`config.mk`:
```
export PLATFORM = sky130hd
export DESIGN_NAME = status_pin_gpio
export DESIGN_NICKNAME = d
export VERILOG_FILES = /design/src/shared/status_pin_pkg.sv /design/src/hdl/status_pin_gpio.sv
export SDC_FILE = /design/constraint.sdc
export NUM_CORES = 1
export LEC_CHECK = 0
export BUFFER_PORTS_ARGS = -buffer_cell sky130_fd_sc_hd__buf_2
export CAP_MARGIN = 10
export CORE_AREA = 4 4 118 75
export DETAILED_ROUTE_END_ITERATION = 6
export DIE_AREA = 0 0 122 79
export PLACE_DENSITY = 0.9
export RECOVER_POWER = 25
export SLEW_MARGIN = 20
export SYNTH_ARGS = -nofsm -noshare
export SYNTH_HDL_FRONTEND = slang
export SYNTH_SLANG_ARGS = --single-unit
```
`constraint.sdc`:
```
create_clock -name MCLK -period 2 [get_ports MCLK]
set_input_delay 0.2 -clock MCLK [delete_from_list [all_inputs] [get_ports MCLK]]
set_output_delay 0.2 -clock MCLK [all_outputs]
set_load 0.005 [all_outputs]
```
`src/shared/status_pin_pkg.sv`:
```
package status_pin_pkg;
   // ******************************************
   // register byte addresses
   // ******************************************
   localparam logic [7:0] OFS_STATUS_PIN_CONFIG = 8'h00;
   localparam logic [7:0] OFS_STARTUP_LATCH_STATUS = 8'h04;
   localparam logic [7:0] OFS_PIN_LIVE_STATUS = 8'h08;
   localparam logic [7:0] OFS_SOFTWARE_SCRATCH = 8'h0C;
   localparam logic [7:0] OFS_OE_PIN_CONFIG = 8'h10;

   // ******************************************
   // status_pin_config fields
   // ******************************************
   localparam int BIT_OPEN_DRAIN = 12;
   localparam int BIT_TRISTATE = 11;
   localparam int BIT_PULLDOWN = 10;
   localparam int BIT_PULLUP = 9;
   localparam int BIT_POLARITY = 8;
   localparam int SEL_MSB = 4;
   localparam int SEL_W = 5;
   localparam logic RST_PULLUP = 1'b1;
   localparam logic RST_OTHER_BIT = 1'b0;
   localparam logic [4:0] RST_SEL = 5'h00;

   // ******************************************
   // status source select codes
   // ******************************************
   localparam logic [4:0] SEL_APLL_LOCK = 5'h00;
   localparam logic [4:0] SEL_DPLL_LOCK = 5'h01;
   localparam logic [4:0] SEL_LOS_REF0 = 5'h02;
   localparam logic [4:0] SEL_LOS_REF1 = 5'h03;
   localparam logic [4:0] SEL_LOS_XTAL = 5'h04;
   localparam logic [4:0] SEL_ACT_REF0 = 5'h05;
   localparam logic [4:0] SEL_ACT_REF1 = 5'h06;
   localparam logic [4:0] SEL_INVALID_REF0 = 5'h07;
   localparam logic [4:0] SEL_INVALID_REF1 = 5'h08;
   localparam logic [4:0] SEL_DEVICE_INT = 5'h09;
   localparam logic [4:0] SEL_DEVICE_READY = 5'h0A;
   localparam logic [4:0] SEL_CONST_LOW = 5'h1D;
   localparam logic [4:0] SEL_CONST_HIGH = 5'h1E;
   localparam logic [4:0] SEL_NO_POLARITY = 5'h1F;
   localparam logic [4:0] SEL_LIVE_LAST = 5'h04;

   // ******************************************
   // status register fields and pin sampling
   // ******************************************
   localparam int BIT_BOND_PAD = 7;
   localparam int LATCH_W = 6;
   localparam int BIT_LIVE_STATUS_PIN = 1;
   localparam int BIT_LIVE_OE_PIN = 0;
   localparam int BIT_OE_SELECT = 0;
   localparam logic RST_OE_SELECT = 1'b0;
   localparam int SYNC_W = 5;
   localparam int SYNC_STATUS_PIN = 0;
   localparam int SYNC_DATA_PIN = 1;
   localparam int SYNC_CLOCK_PIN = 2;
   localparam int SYNC_OE_PIN = 3;
   localparam int SYNC_BOND_PAD = 4;
   localparam logic [1:0] LATCH_SETTLE_CYCLES = 2'h2;
endpackage : status_pin_pkg

```
`src/hdl/status_pin_gpio.sv`:
```
// Our own choices: the register offsets and the APB register port.
`timescale 1ns/1ps
// How it works
// - selects 0/1 give analog/digital lock
// - selects 2..4 give signal loss monitors
// - selects 5/6 give activity monitors
// - selects 7/8 give reference invalid
// - select 9 gives masked device interrupt
// - select A gives device ready
// - 1D drives low, 1E high, rest reserved
// - polarity bit inverts selected value
// - polarity ignored at select 1F
// - open drain drives low only, else floats
// - tristate bit floats the status pin
// - pull-down enable passes to pad
// - pull-up enable passes, resets to one
// - bit 7 shows bond pad level
// - pin levels latched once after startup
// - live pin bit valid selects 0..4 only
// - live enable-pin bit zero when deselected
// - scratch word freely read and written
module status_pin_gpio #(
   parameter int INT_W = 8
) (
   // clock and reset
   input wire logic MCLK,
   input wire logic RST,
   // apb slave
   input wire logic PSEL,
   input wire logic PENABLE,
   input wire logic PWRITE,
   input wire logic [7:0] PADDR,
   input wire logic [31:0] PWDATA,
   output logic [31:0] PRDATA,
   output logic PREADY,
   output logic PSLVERR,
   // internal status sources, same clock
   input wire logic APLL_LOCK,
   input wire logic DPLL_LOCK,
   input wire logic SIGNAL_LOSS_MONITOR_0,
   input wire logic SIGNAL_LOSS_MONITOR_1,
   input wire logic SIGNAL_LOSS_MONITOR_XTAL,
   input wire logic ACTIVITY_MONITOR_0,
   input wire logic ACTIVITY_MONITOR_1,
   input wire logic REF_INVALID_0,
   input wire logic REF_INVALID_1,
   input wire logic [INT_W-1:0] DEVICE_INT_STATUS,
   input wire logic [INT_W-1:0] DEVICE_INT_ENABLE,
   input wire logic DEVICE_READY,
   // asynchronous pads
   input wire logic STATUS_PIN_I,
   input wire logic DATA_IO_PIN_I,
   input wire logic SERIAL_CLOCK_PIN_I,
   input wire logic OUTPUT_ENABLE_CHIP_SELECT_PIN,
   input wire logic BOND_PAD_VALUE,
   // status pin pad
   output logic STATUS_PIN_O,
   output logic STATUS_PIN_OE,
   output logic STATUS_PIN_PULLUP_EN,
   output logic STATUS_PIN_PULLDOWN_EN
);

   // ******************************************
   // state
   // ******************************************
   typedef struct packed {
      logic od;
      logic hiz;
      logic pd;
      logic pu;
      logic pol;
      logic [4:0] sel;
      logic oe_sel;
      logic [31:0] scratch;
      logic [status_pin_pkg::SYNC_W-1:0] sync1;
      logic [status_pin_pkg::SYNC_W-1:0] sync2;
      logic [status_pin_pkg::LATCH_W-1:0] latched;
      logic latch_done;
      logic [1:0] settle;
      logic pin_o;
      logic pin_oe;
      logic live;
      logic [31:0] rdata;
      logic err;
   } state_s;

   state_s st_reg;
   state_s st_next;

   logic setup_phase;
   logic write_access;
   logic selected;
   logic shaped;
   logic [15:0] cfg_word;
   logic [31:0] read_word;
   logic read_hit;

   assign setup_phase = PSEL && !PENABLE;
   assign write_access = PSEL && PENABLE && PWRITE;

   // ******************************************
   // source select
   // ******************************************
   always_comb begin
      case (st_reg.sel)
         status_pin_pkg::SEL_APLL_LOCK: selected = APLL_LOCK;
         status_pin_pkg::SEL_DPLL_LOCK: selected = DPLL_LOCK;
         status_pin_pkg::SEL_LOS_REF0: selected = SIGNAL_LOSS_MONITOR_0;
         status_pin_pkg::SEL_LOS_REF1: selected = SIGNAL_LOSS_MONITOR_1;
         status_pin_pkg::SEL_LOS_XTAL: selected = SIGNAL_LOSS_MONITOR_XTAL;
         status_pin_pkg::SEL_ACT_REF0: selected = ACTIVITY_MONITOR_0;
         status_pin_pkg::SEL_ACT_REF1: selected = ACTIVITY_MONITOR_1;
         status_pin_pkg::SEL_INVALID_REF0: selected = REF_INVALID_0;
         status_pin_pkg::SEL_INVALID_REF1: selected = REF_INVALID_1;
         status_pin_pkg::SEL_DEVICE_INT: begin
            selected = |(DEVICE_INT_STATUS & DEVICE_INT_ENABLE);
         end
         status_pin_pkg::SEL_DEVICE_READY: selected = DEVICE_READY;
         status_pin_pkg::SEL_CONST_LOW: selected = 1'b0;
         status_pin_pkg::SEL_CONST_HIGH: selected = 1'b1;
         // reserved codes present a quiet low
         default: selected = 1'b0;
      endcase
   end

   // polarity is applied before open drain, so it decides which level floats
   always_comb begin
      if (st_reg.sel == status_pin_pkg::SEL_NO_POLARITY) begin
         shaped = selected;
      end else begin
         shaped = selected ^ st_reg.pol;
      end
   end

   // ******************************************
   // register read mux
   // ******************************************
   always_comb begin
      cfg_word = 16'h0000;
      cfg_word[status_pin_pkg::BIT_OPEN_DRAIN] = st_reg.od;
      cfg_word[status_pin_pkg::BIT_TRISTATE] = st_reg.hiz;
      cfg_word[status_pin_pkg::BIT_PULLDOWN] = st_reg.pd;
      cfg_word[status_pin_pkg::BIT_PULLUP] = st_reg.pu;
      cfg_word[status_pin_pkg::BIT_POLARITY] = st_reg.pol;
      cfg_word[status_pin_pkg::SEL_MSB:0] = st_reg.sel;
   end

   // no read has a side effect; unused bits stay zero
   always_comb begin
      read_word = 32'h0000_0000;
      read_hit = 1'b1;
      if (PADDR == status_pin_pkg::OFS_STATUS_PIN_CONFIG) begin
         read_word[15:0] = cfg_word;
      end else if (PADDR == status_pin_pkg::OFS_STARTUP_LATCH_STATUS) begin
         read_word[status_pin_pkg::BIT_BOND_PAD] =
            st_reg.sync2[status_pin_pkg::SYNC_BOND_PAD];
         read_word[status_pin_pkg::LATCH_W-1:0] = st_reg.latched;
      end else if (PADDR == status_pin_pkg::OFS_PIN_LIVE_STATUS) begin
         if (st_reg.sel <= status_pin_pkg::SEL_LIVE_LAST) begin
            read_word[status_pin_pkg::BIT_LIVE_STATUS_PIN] = st_reg.live;
         end
         if (!st_reg.oe_sel) begin
            read_word[status_pin_pkg::BIT_LIVE_OE_PIN] =
               st_reg.sync2[status_pin_pkg::SYNC_OE_PIN];
         end
      end else if (PADDR == status_pin_pkg::OFS_SOFTWARE_SCRATCH) begin
         read_word = st_reg.scratch;
      end else if (PADDR == status_pin_pkg::OFS_OE_PIN_CONFIG) begin
         read_word[status_pin_pkg::BIT_OE_SELECT] = st_reg.oe_sel;
      end else begin
         read_hit = 1'b0;
      end
   end

   // ******************************************
   // next state
   // ******************************************
   always_comb begin
      st_next = st_reg;
      // first stage feeds only the second stage
      st_next.sync1 = {BOND_PAD_VALUE, OUTPUT_ENABLE_CHIP_SELECT_PIN,
                       SERIAL_CLOCK_PIN_I, DATA_IO_PIN_I, STATUS_PIN_I};
      st_next.sync2 = st_reg.sync1;

      // capture only once the synchroniser has filled after reset
      if (!st_reg.latch_done) begin
         if (st_reg.settle == status_pin_pkg::LATCH_SETTLE_CYCLES) begin
            st_next.latched = {2'b00,
               st_reg.sync2[status_pin_pkg::SYNC_OE_PIN:status_pin_pkg::SYNC_STATUS_PIN]};
            st_next.latch_done = 1'b1;
         end else begin
            st_next.settle = st_reg.settle + 2'h1;
         end
      end

      // pin drive is registered so the pad never sees a decode glitch
      st_next.live = shaped;
      if (st_reg.od) begin
         st_next.pin_o = 1'b0;
         st_next.pin_oe = !st_reg.hiz && !shaped;
      end else begin
         st_next.pin_o = shaped;
         st_next.pin_oe = !st_reg.hiz;
      end

      // apb: read data sampled in setup, writes land in access
      if (setup_phase) begin
         st_next.rdata = read_word;
         st_next.err = !read_hit;
      end
      if (write_access) begin
         if (PADDR == status_pin_pkg::OFS_STATUS_PIN_CONFIG) begin
            st_next.od = PWDATA[status_pin_pkg::BIT_OPEN_DRAIN];
            st_next.hiz = PWDATA[status_pin_pkg::BIT_TRISTATE];
            st_next.pd = PWDATA[status_pin_pkg::BIT_PULLDOWN];
            st_next.pu = PWDATA[status_pin_pkg::BIT_PULLUP];
            st_next.pol = PWDATA[status_pin_pkg::BIT_POLARITY];
            st_next.sel = PWDATA[status_pin_pkg::SEL_MSB:0];
         end else if (PADDR == status_pin_pkg::OFS_SOFTWARE_SCRATCH) begin
            st_next.scratch = PWDATA;
         end else if (PADDR == status_pin_pkg::OFS_OE_PIN_CONFIG) begin
            st_next.oe_sel = PWDATA[status_pin_pkg::BIT_OE_SELECT];
         end
      end
   end

   // ******************************************
   // registers
   // ******************************************
   always_ff @(posedge MCLK) begin
      if (RST) begin
         st_reg.od <= status_pin_pkg::RST_OTHER_BIT;
         st_reg.hiz <= status_pin_pkg::RST_OTHER_BIT;
         st_reg.pd <= status_pin_pkg::RST_OTHER_BIT;
         st_reg.pu <= status_pin_pkg::RST_PULLUP;
         st_reg.pol <= status_pin_pkg::RST_OTHER_BIT;
         st_reg.sel <= status_pin_pkg::RST_SEL;
         st_reg.oe_sel <= status_pin_pkg::RST_OE_SELECT;
         st_reg.scratch <= 32'h0000_0000;
         st_reg.sync1 <= '0;
         st_reg.sync2 <= '0;
         st_reg.latched <= '0;
         st_reg.latch_done <= 1'b0;
         st_reg.settle <= 2'h0;
         st_reg.pin_o <= 1'b0;
         st_reg.pin_oe <= 1'b0;
         st_reg.live <= 1'b0;
         st_reg.rdata <= 32'h0000_0000;
         st_reg.err <= 1'b0;
      end else begin
         st_reg <= st_next;
      end
   end

   // ******************************************
   // outputs
   // ******************************************
   assign PRDATA = st_reg.rdata;
   assign PREADY = 1'b1;
   assign PSLVERR = PSEL && PENABLE && st_reg.err;
   assign STATUS_PIN_O = st_reg.pin_o;
   assign STATUS_PIN_OE = st_reg.pin_oe;
   assign STATUS_PIN_PULLUP_EN = st_reg.pu;
   assign STATUS_PIN_PULLDOWN_EN = st_reg.pd;

   logic push_pull_on;
   assign push_pull_on = !st_reg.od && !st_reg.hiz;
endmodule : status_pin_gpio

```
==> impl_metrics.py <==
metrics = {
    "grt": {
        "grt_overflow": 0,
        "grt_first_pass_wirelength_mm": 16.3,
        "grt_usage": 0.212,
        "grt_pass1_vias": 3432,
        "antenna_found_initial": 2,
        "grt_start_max_net_pins": 47,
    },
    "clocking": {
        "htreeDepth": 3,
        "cts_max_path_buffers": 2,
        "cts_buffers": 9,
        "clock_latency_ns": 0.34,
        "cts_tree": "built",
        "clock_sinks": 96,
        "clockRootBuffer": "clkbuf_16",
        "cts_setup_buffers": 0,
        "postCtsHoldBufs": 0,
        "cts.clk_slew.worst_paths_ns": 0.06,
    },
    "critical_path": {
        "path_cells": "mux2i_1 > a211oi_1 > a32o_1 > or4_1 > a21oi_1",
        "arrival_ns": 2.16,
        "max_stage_delay_ns": 0.55,
        "critPathKind": "flip-flop to flip-flop",
        "cp.required_ns": 2.26,
        "crit_family": "compound AO/OA/AOI/OAI gates",
        "critPathSlowestCell": "or4_1",
        "cp-end-kind": "flip-flop",
        "crit_buf_inv": 0,
        "path_max_fanout": 11,
        "startpoint_type": "flip-flop",
    },
    "cells_and_area": {
        "multi_input_area_um2": 1640,
        "fin_nets": 613,
        "fin_cells": 650,
        "drive_gt1_frac": 0.250,
        "areaGrowthSynthToFinish_pct": 17.5,
        "largest_reg_flops": 47,
        "fillers": 660,
        "regArea_um2": 1920,
    },
    "logic_synthesis": {
        "yosys_most_used_dff": "dfxtp_1",
        "synth_area_um2": 3980,
        "synth_warnings": 0,
        "seq_area_frac_synth": 0.483,
        "synth-seq-cells": 96,
        "synth.most_common_cell": "nand2_1",
        "synth.top_cell.area_share": 0.483,
        "synth.distinct_cells": 42,
        "ys_top_cells_by_count": "97 x nand2_1, 96 x dfxtp_1, 53 x a21oi_1",
        "ys_top_cells_by_area": "dfxtp_1 48%, nand2_1 9.2%, a21oi_1 6.7%",
        "synth-edff-count": 0,
        "avgSynthCellArea_um2": 8.51,
        "syn_nets": 544,
        "async_flop_share": 0,
        "synth_top_cell_by_area": "dfxtp_1",
        "syn_inst": 467,
    },
    "place": {
        "placed_cells": 633,
        "dpl_worst_slack_ns": 0.00637,
        "hpwl_mm": 7.26,
        "gp_congestion": 0.874,
        "io_buffers": 112,
    },
    "sta": {
        "slew_headroom": 0.275,
        "tns_ns": 0,
        "tightest_slew_ns": 1.09,
        "hold_violations": 0,
        "maxSlewViolCount": 0,
        "rsz0062_at_grt": "false",
        "fin_crit_ns": 1.90,
        "setup_viol": 0,
        "skew_ns": 0.00675,
        "finalCritPeriodShare": 0.952,
        "worst_slack_ns": 0.0960,
        "fmax_mhz": 525,
    },
    "detailed_routing": {
        "wirelength_mm": 10.3,
        "ant_nets": 0,
        "routed-via-count": 3573,
        "drc_errors": 0,
        "wl_per_cell_um": 15.8,
        "vias_per_cell": 5.50,
        "drtIter0Drc": 386,
        "first_pass_iters": 5,
    },
    "pwr": {
        "finalPower_mw": 4.10,
        "p_per_area_nw_per_um2": 877,
        "vdd_drop_max_uv": 596,
        "p_leak_nw": 1.86,
    },
    "die": {
        "die_x_um": 122,
        "initial_core_util": 0.514,
        "die-area_um2": 9640,
        "dieHeight_um": 79,
        "ios": 114,
        "fp-row-count": 25,
        "core_area_um2": 7730,
    },
    "run": {
        "maxCapViolCount": 0,
    },
    "run_status": {
        "outcome": "finished clean",
    },
    "hold_path": {
        "hp-class": "input port to flip-flop",
    },
}
-- metrics by stage --
stage / hold WS [ns] / util / cell area [um^2]
2_1_floorplan: 0.323 / - / 3980
3_3_place_gp: 0.412 / 0.565 / 4370
3_5_place_dp: 0.412 / 0.565 / 4370
4_1_cts: 0.0570 / 0.607 / 4690
5_1_grt: 0.0688 / 0.604 / 4670
6_report: 0.0744 / 0.605 / 4670
-- report_power, final --
group | leakage [nW] | internal (mW) | switching, mW
logic | 0.928 | 0.140 | 0.170
clock network | 0.156 | 1.10 | 0.713
registers | 0.778 | 1.95 | 0.0234
-- per-layer routing --
metal  track usage  share of wire  vias to the layer above
met4        0.0727          0.018                        4
met1         0.272           0.42                     1671
met5             0         0.0014                        -
met3        0.0648          0.097                       22
met2         0.343           0.46                      185
li1              -              -                     1691
-- path summary, 6_finish.rpt --
path | from | end | slack [ns] | cells past startpoint
hold reg to reg | st_next[46] | st_reg[46] | 0.44 | 1
setup / recovery | cfg_word[1] | STATUS_PIN_O | 0.1 | 5
hold / removal | SERIAL_CLOCK_PIN_I | st_next[47] | 0.07 | 2
setup reg to reg | cfg_word[1] | STATUS_PIN_O | 0.1 | 5
-- logic make-up (layout without fill, tap and decap cells) --
| family | Yosys count | in the layout | synth area share |
|---|---|---|---|
| multiplexers | 13 | 13 | 0.0375 |
| AO/OA/AOI/OAI | 102 | 102 | 0.161 |
| AND/OR/NAND/NOR | 184 | 184 | 0.207 |
| adder cells (fa/ha/maj) | 1 | 1 | 0.00315 |
| XOR/XNOR | 1 | 1 | 0.00220 |
| flip-flops | 96 | 96 | 0.483 |
| other | 1 | 2 | 0.000943 |
| buffers and inverters | 69 | 143 | 0.105 |
-- area by class of cell --
class,instances,area share
well taps,108,0.0289
diodes,1,0.000536
clock buffers,9,0.0482
repair buffers,124,0.138
flip-flops and latches,96,0.412
clock inverters,7,0.0204
inverters,3,0.00241
multi-input cells,302,0.350
-- worst register-to-register path: cells and delay by family, from the launching register on --
kind,cells,cell delay (ns)
compound gates,3,0.56
flops,1,0.46
mux,1,0.25
simple gates,1,0.55
-- cell usage in the layout, fill, tap and decap left out, types with 3 or more instances in the layout --
cell and instances:
buf_2 98, inv_1 3, a21oi_1 53, clkbuf_1 13, a22oi_1 25, mux2i_1 7
a211oi_1 3, clkbuf_16 9, and3_1 8, nand4_1 4, mux2_2 5, dfxtp_1 95
a22o_1 8, nor2b_1 12, nand3_1 14, buf_4 10, nor2_1 36, o21ai_0 4
nand2_1 97
-- what timing repair did --
| action | 4_1_cts | 5_1_grt |
|---|---|---|
| hold endpoints to repair | 0 | 0 |
| resized for setup | 1 | 0 |
| endpoints found under the setup margin | 1 | 0 |
Note: power is estimated with default switching activity, not from simulation.
